<file path="config.mk">
export PLATFORM = sky130hd
export DESIGN_NAME = bsft_decode
export DESIGN_NICKNAME = d
export VERILOG_FILES = /design/src/shared/bsft_pkg.sv /design/src/bsft_cond_eval.sv /design/src/bsft_cycle_timer.sv /design/src/bsft_decode.sv
export SDC_FILE = /design/constraint.sdc
export NUM_CORES = 1
export LEC_CHECK = 0
export BUFFER_PORTS_ARGS = -buffer_cell sky130_fd_sc_hd__buf_2
export CELL_PAD_IN_SITES_DETAIL_PLACEMENT = 1
export CELL_PAD_IN_SITES_GLOBAL_PLACEMENT = 1
export CORE_AREA = 2 2 156 120
export DETAILED_ROUTE_END_ITERATION = 6
export DIE_AREA = 0 0 158 122
export PLACE_DENSITY = 0.66
export RECOVER_POWER = 25
export REMOVE_ABC_BUFFERS = 1
export SETUP_SLACK_MARGIN = 0.15
export SYNTH_ARGS = -nofsm -noshare
export SYNTH_HDL_FRONTEND = slang
export SYNTH_SLANG_ARGS = --single-unit
</file>
<file path="constraint.sdc">
create_clock -name sys_clk -period 2.1 [get_ports sys_clk]
set_clock_uncertainty 0.1 [all_clocks]
set_input_delay 0.21 -clock sys_clk [delete_from_list [all_inputs] [get_ports sys_clk]]
set_output_delay 0.21 -clock sys_clk [all_outputs]
set_load 0.1 [all_outputs]
</file>
<file path="src/shared/bsft_pkg.sv">
// shared constants and types for the byte-set, frame and trap decoder
package bsft_pkg;

    // opcode bytes
    localparam logic [7:0] OPC_ESCAPE = 8'h0F;
    localparam logic [3:0] OPC_SET_HIGH = 4'h9;
    localparam logic [7:0] OPC_SET_GE_PRINTED = 8'h7D;
    localparam logic [7:0] OPC_ENTER = 8'hC8;
    localparam logic [7:0] OPC_LEAVE = 8'hC9;
    localparam logic [7:0] OPC_TRAP_BREAK = 8'hCC;
    localparam logic [7:0] OPC_TRAP_VECTOR = 8'hCD;
    localparam logic [7:0] OPC_OVERFLOW_TRAP = 8'hCE;

    // second-byte condition codes (low nibble of 1001cccc)
    localparam logic [3:0] CC_OVERFLOW = 4'h0;
    localparam logic [3:0] CC_NOT_OVERFLOW = 4'h1;
    localparam logic [3:0] CC_BELOW = 4'h2;
    localparam logic [3:0] CC_NOT_BELOW = 4'h3;
    localparam logic [3:0] CC_EQUAL = 4'h4;
    localparam logic [3:0] CC_NOT_EQUAL = 4'h5;
    localparam logic [3:0] CC_BELOW_OR_EQUAL = 4'h6;
    localparam logic [3:0] CC_ABOVE = 4'h7;
    localparam logic [3:0] CC_SIGN = 4'h8;
    localparam logic [3:0] CC_NOT_SIGN = 4'h9;
    localparam logic [3:0] CC_PARITY_EVEN = 4'hA;
    localparam logic [3:0] CC_PARITY_ODD = 4'hB;
    localparam logic [3:0] CC_LESS = 4'hC;
    localparam logic [3:0] CC_GREATER_OR_EQUAL = 4'hD;
    localparam logic [3:0] CC_LESS_OR_EQUAL = 4'hE;
    localparam logic [3:0] CC_GREATER = 4'hF;

    // modrm fields
    localparam int MODRM_MOD_MSB = 7;
    localparam int MODRM_MOD_LSB = 6;
    localparam int MODRM_REG_MSB = 5;
    localparam int MODRM_REG_LSB = 3;
    localparam logic [1:0] MODRM_MOD_REGISTER = 2'h3;
    localparam logic [2:0] MODRM_REG_SET = 3'h0;

    // vectors
    localparam logic [7:0] VECTOR_BREAK = 8'h03;
    localparam logic [7:0] VECTOR_OVERFLOW = 8'h04;

    // timing counts in core clocks, data cycles
    localparam int CLK_W = 12;
    localparam int DATA_W = 10;
    localparam logic [11:0] CLK_SET_REG = 12'h004;
    localparam logic [11:0] CLK_SET_MEM = 12'h005;
    localparam logic [9:0] DAT_SET_REG = 10'h000;
    localparam logic [9:0] DAT_SET_MEM = 10'h001;
    localparam logic [11:0] CLK_ENTER_L0 = 12'h00A;
    localparam logic [11:0] CLK_ENTER_L1 = 12'h00E;
    localparam logic [9:0] DAT_ENTER_L0 = 10'h000;
    localparam logic [9:0] DAT_ENTER_L1 = 10'h001;
    localparam logic [11:0] CLK_ENTER_BASE = 12'h011;
    localparam int ENTER_CLK_SHIFT = 3;
    localparam int ENTER_DAT_SHIFT = 2;
    localparam logic [11:0] CLK_LEAVE = 12'h006;
    localparam logic [9:0] DAT_LEAVE = 10'h000;
    localparam logic [11:0] CLK_TRAP_SAME = 12'h047;
    localparam logic [11:0] CLK_TRAP_DIFF = 12'h06F;
    localparam logic [9:0] DAT_TRAP_GATE = 10'h00E;
    localparam logic [11:0] CLK_TASK_VECTOR = 12'h1D3;
    localparam logic [9:0] DAT_TASK_VECTOR = 10'h08C;
    localparam logic [11:0] CLK_TASK_BREAK = 12'h134;
    localparam logic [11:0] CLK_TASK_OVERFLOW = 12'h19D;
    localparam logic [9:0] DAT_TASK_OTHER = 10'h08A;
    localparam logic [11:0] CLK_OVERFLOW_NONE = 12'h003;
    localparam logic [9:0] DAT_OVERFLOW_NONE = 10'h000;

    typedef enum logic [1:0] {
        BSFT_GATE_SAME,
        BSFT_GATE_DIFF,
        BSFT_GATE_TASK
    } bsft_gate_type;

    typedef enum logic [2:0] {
        BSFT_OP_NONE,
        BSFT_OP_SET_BYTE,
        BSFT_OP_ENTER,
        BSFT_OP_LEAVE,
        BSFT_OP_TRAP_VECTOR,
        BSFT_OP_TRAP_BREAK,
        BSFT_OP_OVERFLOW_TRAP
    } bsft_op_type;

    typedef struct packed {
        logic carry;
        logic parity;
        logic zero;
        logic sign;
        logic overflowFlag;
    } bsft_flags_type;

    typedef struct packed {
        bsft_op_type kind;
        logic [3:0] cond;
        logic [7:0] modrm;
        logic memTarget;
        logic [7:0] setValue;
        logic [15:0] frameSize;
        logic [7:0] level;
        logic trapTaken;
        logic [7:0] vector;
        logic [11:0] clocks;
        logic [9:0] dataCycles;
    } bsft_result_type;

endpackage

</file>
<file path="src/bsft_cond_eval.sv">
// condition evaluator for the conditional byte-set group
`timescale 1ns/1ps
`default_nettype none
module bsft_cond_eval (
    input wire logic [3:0] cond,
    input wire bsft_pkg::bsft_flags_type flags,
    output logic holds
);
    logic signedLess;

    always_comb begin
        signedLess = flags.sign ^ flags.overflowFlag;
        unique case (cond)
            bsft_pkg::CC_OVERFLOW: holds = flags.overflowFlag;
            bsft_pkg::CC_NOT_OVERFLOW: holds = !flags.overflowFlag;
            bsft_pkg::CC_BELOW: holds = flags.carry;
            bsft_pkg::CC_NOT_BELOW: holds = !flags.carry;
            bsft_pkg::CC_EQUAL: holds = flags.zero;
            bsft_pkg::CC_NOT_EQUAL: holds = !flags.zero;
            bsft_pkg::CC_BELOW_OR_EQUAL: holds = flags.carry | flags.zero;
            bsft_pkg::CC_ABOVE: holds = !(flags.carry | flags.zero);
            bsft_pkg::CC_SIGN: holds = flags.sign;
            bsft_pkg::CC_NOT_SIGN: holds = !flags.sign;
            bsft_pkg::CC_PARITY_EVEN: holds = flags.parity;
            bsft_pkg::CC_PARITY_ODD: holds = !flags.parity;
            bsft_pkg::CC_LESS: holds = signedLess;
            bsft_pkg::CC_GREATER_OR_EQUAL: holds = !signedLess;
            bsft_pkg::CC_LESS_OR_EQUAL: holds = signedLess | flags.zero;
            bsft_pkg::CC_GREATER: holds = !(signedLess | flags.zero);
        endcase
    end
endmodule
`default_nettype wire

</file>
<file path="src/bsft_cycle_timer.sv">
// down counter that holds the sequencer busy for a loaded number of clocks
`timescale 1ns/1ps
`default_nettype none
module bsft_cycle_timer #(
    parameter int WIDTH = 12
) (
    input wire logic sys_clk,
    input wire logic resetn,
    input wire logic clkEn,
    input wire logic load,
    input wire logic [WIDTH-1:0] loadValue,
    output logic busy,
    output logic done
);
    logic [WIDTH-1:0] count;
    logic [WIDTH-1:0] next_count;

    always_comb begin
        next_count = count;
        if (load) begin
            next_count = loadValue;
        end else if (count != '0) begin
            next_count = count - WIDTH'(1);
        end
    end

    always_ff @(posedge sys_clk or negedge resetn) begin
        if (!resetn) begin
            count <= '0;
        end else if (clkEn) begin
            count <= next_count;
        end
    end

    assign busy = (count != '0);
    assign done = (count == WIDTH'(1));
endmodule
`default_nettype wire

</file>
<file path="src/bsft_decode.sv">
// decoder and clock-count sequencer for byte-set, frame and software trap ops
`timescale 1ns/1ps
`default_nettype none
module bsft_decode #(
    parameter logic [7:0] SET_GE_OPCODE = bsft_pkg::OPC_SET_GE_PRINTED
) (
    input wire logic sys_clk,
    input wire logic resetn,
    input wire logic clkEn,
    input wire logic byteValid,
    input wire logic [7:0] byteData,
    output logic byteReady,
    input wire bsft_pkg::bsft_flags_type flags,
    input wire bsft_pkg::bsft_gate_type gateKind,
    output var bsft_pkg::bsft_result_type result,
    output logic opValid,
    output logic opDone,
    output logic busy,
    output logic illegal
);
    typedef enum logic [2:0] {
        BSFT_IDLE,
        BSFT_ESCAPED,
        BSFT_MODRM,
        BSFT_SIZE_LOW,
        BSFT_SIZE_HIGH,
        BSFT_LEVEL,
        BSFT_VECTOR,
        BSFT_EXEC
    } bsft_state_type;

    bsft_state_type state;
    bsft_state_type next_state;
    bsft_pkg::bsft_result_type next_result;
    logic next_opValid;
    logic next_illegal;
    logic timerLoad;
    logic [11:0] timerValue;
    logic timerBusy;
    logic timerDone;
    logic condHolds;
    logic take;
    logic [7:0] levelLessOne;

    assign byteReady = (state != BSFT_EXEC);
    assign take = byteValid && byteReady;
    assign levelLessOne = byteData - 8'h01;

    bsft_cond_eval condEval (
        .cond(result.cond),
        .flags(flags),
        .holds(condHolds)
    );

    bsft_cycle_timer #(
        .WIDTH(bsft_pkg::CLK_W)
    ) cycleTimer (
        .sys_clk(sys_clk),
        .resetn(resetn),
        .clkEn(clkEn),
        .load(timerLoad),
        .loadValue(timerValue),
        .busy(timerBusy),
        .done(timerDone)
    );

    // trap timing picked from the gate type given on the gateKind input
    function automatic void trap_cost(
        input bsft_pkg::bsft_gate_type gate,
        input bsft_pkg::bsft_op_type kind,
        output logic [11:0] clocks,
        output logic [9:0] data
    );
        unique case (gate)
            bsft_pkg::BSFT_GATE_SAME: begin
                clocks = bsft_pkg::CLK_TRAP_SAME;
                data = bsft_pkg::DAT_TRAP_GATE;
            end
            bsft_pkg::BSFT_GATE_DIFF: begin
                clocks = bsft_pkg::CLK_TRAP_DIFF;
                data = bsft_pkg::DAT_TRAP_GATE;
            end
            default: begin
                if (kind == bsft_pkg::BSFT_OP_TRAP_VECTOR) begin
                    clocks = bsft_pkg::CLK_TASK_VECTOR;
                    data = bsft_pkg::DAT_TASK_VECTOR;
                end else if (kind == bsft_pkg::BSFT_OP_TRAP_BREAK) begin
                    clocks = bsft_pkg::CLK_TASK_BREAK;
                    data = bsft_pkg::DAT_TASK_OTHER;
                end else begin
                    clocks = bsft_pkg::CLK_TASK_OVERFLOW;
                    data = bsft_pkg::DAT_TASK_OTHER;
                end
            end
        endcase
    endfunction

    always_comb begin
        logic [11:0] trapClocks;
        logic [9:0] trapData;
        trapClocks = '0;
        trapData = '0;
        next_state = state;
        next_result = result;
        next_opValid = 1'b0;
        next_illegal = 1'b0;
        timerLoad = 1'b0;
        timerValue = '0;
        unique case (state)
            BSFT_IDLE: begin
                if (take) begin
                    next_result = '0;
                    next_result.kind = bsft_pkg::BSFT_OP_NONE;
                    unique case (byteData)
                        bsft_pkg::OPC_ESCAPE: begin
                            next_state = BSFT_ESCAPED;
                        end
                        bsft_pkg::OPC_ENTER: begin
                            next_result.kind = bsft_pkg::BSFT_OP_ENTER;
                            next_state = BSFT_SIZE_LOW;
                        end
                        bsft_pkg::OPC_LEAVE: begin
                            next_result.kind = bsft_pkg::BSFT_OP_LEAVE;
                            next_result.clocks = bsft_pkg::CLK_LEAVE;
                            next_result.dataCycles = bsft_pkg::DAT_LEAVE;
                            timerLoad = 1'b1;
                            timerValue = bsft_pkg::CLK_LEAVE;
                            next_opValid = 1'b1;
                            next_state = BSFT_EXEC;
                        end
                        bsft_pkg::OPC_TRAP_VECTOR: begin
                            next_result.kind = bsft_pkg::BSFT_OP_TRAP_VECTOR;
                            next_state = BSFT_VECTOR;
                        end
                        bsft_pkg::OPC_TRAP_BREAK: begin
                            trap_cost(gateKind, bsft_pkg::BSFT_OP_TRAP_BREAK, trapClocks,
                                trapData);
                            next_result.kind = bsft_pkg::BSFT_OP_TRAP_BREAK;
                            next_result.vector = bsft_pkg::VECTOR_BREAK;
                            next_result.trapTaken = 1'b1;
                            next_result.clocks = trapClocks;
                            next_result.dataCycles = trapData;
                            timerLoad = 1'b1;
                            timerValue = trapClocks;
                            next_opValid = 1'b1;
                            next_state = BSFT_EXEC;
                        end
                        bsft_pkg::OPC_OVERFLOW_TRAP: begin
                            trap_cost(gateKind, bsft_pkg::BSFT_OP_OVERFLOW_TRAP, trapClocks,
                                trapData);
                            next_result.kind = bsft_pkg::BSFT_OP_OVERFLOW_TRAP;
                            next_result.vector = bsft_pkg::VECTOR_OVERFLOW;
                            next_result.trapTaken = flags.overflowFlag;
                            if (flags.overflowFlag) begin
                                next_result.clocks = trapClocks;
                                next_result.dataCycles = trapData;
                            end else begin
                                next_result.clocks = bsft_pkg::CLK_OVERFLOW_NONE;
                                next_result.dataCycles = bsft_pkg::DAT_OVERFLOW_NONE;
                            end
                            timerLoad = 1'b1;
                            timerValue = next_result.clocks;
                            next_opValid = 1'b1;
                            next_state = BSFT_EXEC;
                        end
                        default: begin
                            next_illegal = 1'b1;
                        end
                    endcase
                end
            end
            BSFT_ESCAPED: begin
                if (take) begin
                    next_result.kind = bsft_pkg::BSFT_OP_SET_BYTE;
                    if (byteData[7:4] == bsft_pkg::OPC_SET_HIGH) begin
                        next_result.cond = byteData[3:0];
                        next_state = BSFT_MODRM;
                    end else if (byteData == SET_GE_OPCODE) begin
                        next_result.cond = bsft_pkg::CC_GREATER_OR_EQUAL;
                        next_state = BSFT_MODRM;
                    end else begin
                        next_result.kind = bsft_pkg::BSFT_OP_NONE;
                        next_illegal = 1'b1;
                        next_state = BSFT_IDLE;
                    end
                end
            end
            BSFT_MODRM: begin
                if (take) begin
                    next_result.modrm = byteData;
                    if (byteData[bsft_pkg::MODRM_REG_MSB:bsft_pkg::MODRM_REG_LSB]
                            != bsft_pkg::MODRM_REG_SET) begin
                        next_result.kind = bsft_pkg::BSFT_OP_NONE;
                        next_illegal = 1'b1;
                        next_state = BSFT_IDLE;
                    end else begin
                        next_result.setValue = {7'h00, condHolds};
                        if (byteData[bsft_pkg::MODRM_MOD_MSB:bsft_pkg::MODRM_MOD_LSB]
                                == bsft_pkg::MODRM_MOD_REGISTER) begin
                            next_result.memTarget = 1'b0;
                            next_result.clocks = bsft_pkg::CLK_SET_REG;
                            next_result.dataCycles = bsft_pkg::DAT_SET_REG;
                        end else begin
                            next_result.memTarget = 1'b1;
                            next_result.clocks = bsft_pkg::CLK_SET_MEM;
                            next_result.dataCycles = bsft_pkg::DAT_SET_MEM;
                        end
                        timerLoad = 1'b1;
                        timerValue = next_result.clocks;
                        next_opValid = 1'b1;
                        next_state = BSFT_EXEC;
                    end
                end
            end
            BSFT_SIZE_LOW: begin
                if (take) begin
                    next_result.frameSize[7:0] = byteData;
                    next_state = BSFT_SIZE_HIGH;
                end
            end
            BSFT_SIZE_HIGH: begin
                if (take) begin
                    next_result.frameSize[15:8] = byteData;
                    next_state = BSFT_LEVEL;
                end
            end
            BSFT_LEVEL: begin
                if (take) begin
                    next_result.level = byteData;
                    if (byteData == 8'h00) begin
                        next_result.clocks = bsft_pkg::CLK_ENTER_L0;
                        next_result.dataCycles = bsft_pkg::DAT_ENTER_L0;
                    end else if (byteData == 8'h01) begin
                        next_result.clocks = bsft_pkg::CLK_ENTER_L1;
                        next_result.dataCycles = bsft_pkg::DAT_ENTER_L1;
                    end else begin
                        next_result.clocks = bsft_pkg::CLK_ENTER_BASE
                            + (12'(levelLessOne) << bsft_pkg::ENTER_CLK_SHIFT);
                        next_result.dataCycles =
                            10'(levelLessOne) << bsft_pkg::ENTER_DAT_SHIFT;
                    end
                    timerLoad = 1'b1;
                    timerValue = next_result.clocks;
                    next_opValid = 1'b1;
                    next_state = BSFT_EXEC;
                end
            end
            BSFT_VECTOR: begin
                if (take) begin
                    trap_cost(gateKind, bsft_pkg::BSFT_OP_TRAP_VECTOR, trapClocks, trapData);
                    next_result.vector = byteData;
                    next_result.trapTaken = 1'b1;
                    next_result.clocks = trapClocks;
                    next_result.dataCycles = trapData;
                    timerLoad = 1'b1;
                    timerValue = trapClocks;
                    next_opValid = 1'b1;
                    next_state = BSFT_EXEC;
                end
            end
            BSFT_EXEC: begin
                if (timerDone) begin
                    next_state = BSFT_IDLE;
                end
            end
        endcase
    end

    always_ff @(posedge sys_clk or negedge resetn) begin
        if (!resetn) begin
            state <= BSFT_IDLE;
            result <= '0;
            opValid <= 1'b0;
            illegal <= 1'b0;
        end else if (clkEn) begin
            state <= next_state;
            result <= next_result;
            opValid <= next_opValid;
            illegal <= next_illegal;
        end
    end

    assign busy = timerBusy;
    assign opDone = timerDone && clkEn;
endmodule
`default_nettype wire

</file>
# Yosys cells after proc, flatten, opt, wreduce, memory -nomap -nowiden
# Cells that the tools add are included.
[classes]
n_shift = 0
multipliers = 0
magnitude_cmp = 0
bitwise = 3
reduce_logical = 40
addsub = 3
div = 0
n_eq_ne = 48
muxes = 72
[ops]
columns = ["cell", "count"]
rows = [
  ["two-way mux 22 bit", 5],
  ["case mux 9 bit (2 select lines)", 5],
  ["case mux 22 bit (4 select lines)", 1],
  ["two-way mux 79 bit", 1],
  ["case mux 22 bit (3 select lines)", 1],
  ["case mux 12 bit (4 select lines)", 1],
  ["case mux 8 bit (2 select lines)", 3],
  ["equality test 8 bit (second input constant)", 5],
  ["equality test 4 bit (second input constant)", 9],
  ["two-way mux 12 bit", 3],
  ["two-way mux 3 bit", 12],
  ["case mux 17 bit (2 select lines)", 1],
  ["two-way mux 31 bit", 1],
  ["two-way mux 9 bit", 3],
  ["case mux 9 bit (3 select lines)", 1],
  ["two-way mux 8 bit", 3],
  ["case mux 3 bit (7 select lines)", 1],
  ["!= test 2 bit (second input constant)", 10],
  ["AND reduction 4 bit", 5],
  ["two-way mux 19 bit", 1],
  ["two-way mux 17 bit", 1],
  ["equality test 4 x 3 -> 1 bit (second input constant)", 4],
  ["case mux 1 bit (16 select lines)", 1],
  ["two-way mux 1 bit", 15],
  ["other kinds (46)", 73],
]
[word_totals]
ramBits = 0
out_inout_bits = 84
romBits = 0
n_memories = 0
elab_cells = 182
in_bits = 19
latchBits = 0
ff_bits = 96

# Depth between registers and ports, before layout
[depth]
word_depth = 8
ltp_mapped = 12
depth_no_buf = 10

# Cells and area by module
# From an unflattened synthesis, not the netlist that was laid out.
[unflattened]
hier_cells = 623
hier_area_um2 = 5519.0
[by_module_without_submodules]
columns = ["module", "cells_per_inst", "n_inst", "area_per_inst_um2", "seq_area_each_um2"]
rows = [
  ["bsft_decode", 498, 1, 4473.0, 1926.8],
  ["bsft_cycle_timer", 102, 1, 875.8, 300.3],
  ["bsft_cond_eval", 23, 1, 170.2, 0.0],
]

# Worst setup path after synthesis
# Ideal clock, no wire load.
[synth_timing]
path_kind = "register -> register"
from = "reg cycleTimer.count[2]"
to = "reg cycleTimer.count[6]"
setup_slack_ns = -1.082
path_stages_with_launch = 6
synth_period_minus_slack_ns = 3.182
path_buffers = 0
t_arrival_ns = 2.959
setup_ns = 0.123
path_cell_list = "dfrtp_1 nor4_4 nand4_1 o31a_1 a21boi_0 o221a_2"
[synth_between]
elab_chain_len = 3
word_cells_on_any_way = 6
cone_classes = "add/sub: 1; mux: 2; reduce/logical: 3"
[synth_lines]
columns = ["item", "line", "text"]
rows = [
  ["from (decl)", "bsft_cycle_timer.sv:15", "logic [WIDTH-1:0] count;"],
  ["from (signal assigned)", "bsft_cycle_timer.sv:31", "count <= next_count;"],
  ["nonzero test 12 bit", "n/a", ""],
  ["via busy", "bsft_decode.sv:18", "output logic busy,"],
  ["nonzero test 2 bit (no line)", "n/a", ""],
  ["AND reduction 2 bit (no line)", "n/a", ""],
]
# The timed path passes the listed nets, and every way through them passes these cells. The select of a mux whose other input is x is not followed.
# A chain may end at the register's enable or synchronous reset.

# Worst setup path after layout
[layout_timing]
from = "reg cycleTimer.count[4]"
to = "out opDone"
[layout_between]
elab_chain_len = 2
[layout_lines]
columns = ["item", "line", "text"]
rows = [
  ["equality test 12 x 1 -> 1 bit", "bsft_cycle_timer.sv:36", "assign done = (count == WIDTH'(1));"],
  ["logical AND 1 bit", "bsft_decode.sv:284", "assign opDone = timerDone && clkEn;"],
  ["to (decl)", "bsft_decode.sv:17", "output logic opDone,"],
]
# No other way between the ends.

==> qor.yml <==
detailed_routing:
  first_pass_iters: 5
  wl_per_cell_um: 21.36
  drcViolationCount: 0
  ant_nets: 0
  drt_iter0_markers: 423
  vias: 5809
  drt_wl_total_um: 23210
  vias_per_cell: 5.344
place:
  portBuffers: 95
  preCtsSetupSlack_ps: -409.4
  finalWeightedCongestion: 0.9753
  hpwl_um: 17290
final_layout:
  num-fill-cells: 2120
  layout.nets: 862
  drive_gt1_share_pct: 45.00
  area_growth_pct: 53.21
  antenna_cells: 0
  regArea_um2: 2232
  multi_input_area_um2: 3163
critical_path:
  crit_type: "register to output port"
  arrival_ps: 1810
  crit_required_ps: 1790
  endpoint_kind: "output port"
  crit_path_start_kind: "register"
  crit_path_max_fanout: 2
logic_synthesis:
  yosysWarningCount: 0
  syn_inst: 589
  synthSimpleGateAreaFrac_pct: 20.19
  synth-xor-area-share_pct: 2.179
  ys.flop_type: "dfrtp_1"
  synthMuxAreaShare_pct: 1.197
  synth_top_family_by_area: "compound AO/OA/AOI/OAI gates"
  synth_edf_count: 0
  synth_compound_area_share_pct: 26.80
  synth.most_common_cell: "dfrtp_1"
  synthArstFlopShare_pct: 100.0
  synth_cell_type_count: 74
  synth_commonest_cells: "89 x dfrtp_1, 73 x nand2_1, 50 x nor2_1"
  synth_area_leaders: "dfrtp_1 43%, a22o_1 7.0%, nand2_1 5.2%"
  yosysTopAreaCell: "dfrtp_1"
  yosys.area.top_type_share_pct: 42.62
  syn_area_um2: 5225
  synth_area_per_cell_um2: 8.871
  ys_ff_latch: 89
  synth_fa_ha_area_share_pct: 1.916
  ys_seq_area_share_pct: 42.62
timing:
  min_period_ps: 2116
  timing.final.ws_setup_ps: -15.99
  rsz0062_at_grt: "yes"
  tns_ps: -29.48
  max_slew_margin_pct: 15.85
  report.final.slew_viol_count: 0
  worst_slew_pin_slew_ps: 1262
  achievable-frequency_mhz: 472.6
  setup_viol: 2
  hold_viol_final: 0
  period_share_pct: 100.8
pwr:
  p_leak_nw: 3.693
  p_seq_share_pct: 22.1
  p_int_mw: 5.682
  ir_worst_vdd_v: 0.001629
  powerDensity_nw_per_um2: 1697
  p_total_mw: 13.59
  sw_frac_of_total_pct: 58.18
  combPwrFrac_pct: 65.8
  pwr-share-clk_pct: 12.1
  p_switching_mw: 7.906
outcome:
  status: "finished with violations"
  violations: "negative setup slack"
clocking:
  path_clk_slew_ps: 70
  cts_tree: "done"
  cts_buffers: 9
  cts_buffer_depth: 2
  clk-insertion-delay-late_ps: 360
  cts.sinks: 89
  cts_max_level: 3
  cts_root_buffer: "clkbuf_16"
global_route:
  grt_pass1_wl_um: 35510
  grt_max_degree: 90
  grt_use_total_pct: 24.56
  antenna_found_initial: 0
  first_global_vias: 5932
  overflow: 0
die:
  die_area_um2: 19280
  die_x_um: 158
  start_util_pct: 29.08
  core_region_area_um2: 17970
  io_pins: 103
  die_h_um: 122
  num_rows: 43
worst_hold_path:
  hp-class: "input port to register"
run:
  maxCapViolCount: 0
state kept, by name, indices dropped and copies added (netlist names):
register          cells
state                 3
cycleTimer.count     12
result               72
opValid               1
illegal               1
area by class of cell:
type,count,share of cell area [%]
Clock buffer,11,3.157
Clock inverter,5,0.5627
Inverter,14,0.6877
Multi-Input combinational cell,449,39.51
Sequential cell,89,27.88
Tap cell,247,3.861
Timing Repair Buffer,272,24.34
repair_timing:
item                                   CTS  global route
setup endpoints to repair               60            51
endpoints found under the hold margin   89             0
resized for setup                       66            74
buffers inserted                        18            16
hold buffers                             1             0
pin swaps                               14            23
stage by stage:
stage / cells / hold WS (ps) / utilization, % / instance area, um^2
after floorplan: 552 / -185.6 / - / 5037
after global placement: 1036 / 189.3 / 38.57 / 6930
after detailed placement: 1036 / 202.9 / 38.57 / 6930
after CTS: 1071 / 203.2 / 42.43 / 7625
after global routing: 1087 / 234.6 / 44.55 / 8005
final: 1087 / 230.6 / 44.55 / 8005
power groups by stage:
| stage | clock network (mW) | logic, mW | registers, mW |
|---|---|---|---|
| floorplan | 0 | 1.78 | 6.98 |
| global placement | 0 | 8.00 | 2.95 |
| detailed placement | 0 | 8.11 | 2.97 |
| CTS | 1.68 | 8.49 | 2.99 |
| global route | 1.74 | 9.32 | 3.09 |
| finish | 1.64 | 8.94 | 3.00 |
cell usage in the layout, fill, tap and decap left out, types with 4 or more instances in the layout:
cell       count
a21o_1         4
nor2_1        40
dfrtp_1       85
buf_4        150
nand3_1       21
o31ai_1        5
nor3_2         4
a32o_1         4
a21oi_1       32
dfrtp_2        4
nand4b_1       4
nor2_2         4
nand2_1       64
and2_1         5
o21ai_0       32
nor2_4         6
nand2_2        7
a22o_1        42
ha_1           6
nor2b_1        4
a21oi_2       15
o21ai_1       11
conb_1         7
nor3_1         8
nand4_1        4
xnor2_1        6
buf_6         25
buf_2         91
clkbuf_16      9
o211ai_1       5
o22a_1         4
inv_1         11
mux2i_1        4
path summary, 6_finish.rpt:
check	from	endpoint	slack, ps	depth (start not counted)
setup / recovery	cycleTimer.count[4]$_DFFE_PN0P_	opDone	-20	7
setup reg to reg	cycleTimer.count[4]$_DFFE_PN0P_	cycleTimer.count[11]$_DFFE_PN0P_	-10	9
hold / removal	byteData[3]	result[50]$_DFFE_PN0P_	230	4
min in group asynchronous	resetn	cycleTimer.count[0]$_DFFE_PN0P_	680	3
max in group asynchronous	resetn	cycleTimer.count[10]$_DFFE_PN0P_	340	3
hold reg to reg	result[15]$_DFFE_PN0P_	result[15]$_DFFE_PN0P_	380	2
per-layer routing:
layer / up-vias / global-route usage [%] / routed length (um)
li1: 2637 / - / -
met2: 216 / 37.74 / 10500
met4: 0 / 6.081 / 423
met3: 31 / 5.123 / 1455
met1: 2925 / 35.27 / 10840
met5: - / 0 / 0
critical path, stage by stage (launching register included):
cell     delay, ps
dfrtp_1        420
nor4_4         310
nand2_2        100
buf_6          140
buf_6          110
nor2_4          80
buf_6          120
buf_12         160
cell families (layout without fill, tap and decap cells):
| logic type | count (synthesis) | in the layout |
|---|---|---|
| compound gates | 201 | 201 |
| xor+xnor | 13 | 13 |
| fa+ha+maj | 8 | 8 |
| buf+inv | 57 | 302 |
| flops | 89 | 89 |
| mux | 6 | 6 |
| other cells | 1 | 7 |
| simple gates | 214 | 214 |
(Power assumes the default switching activity.)
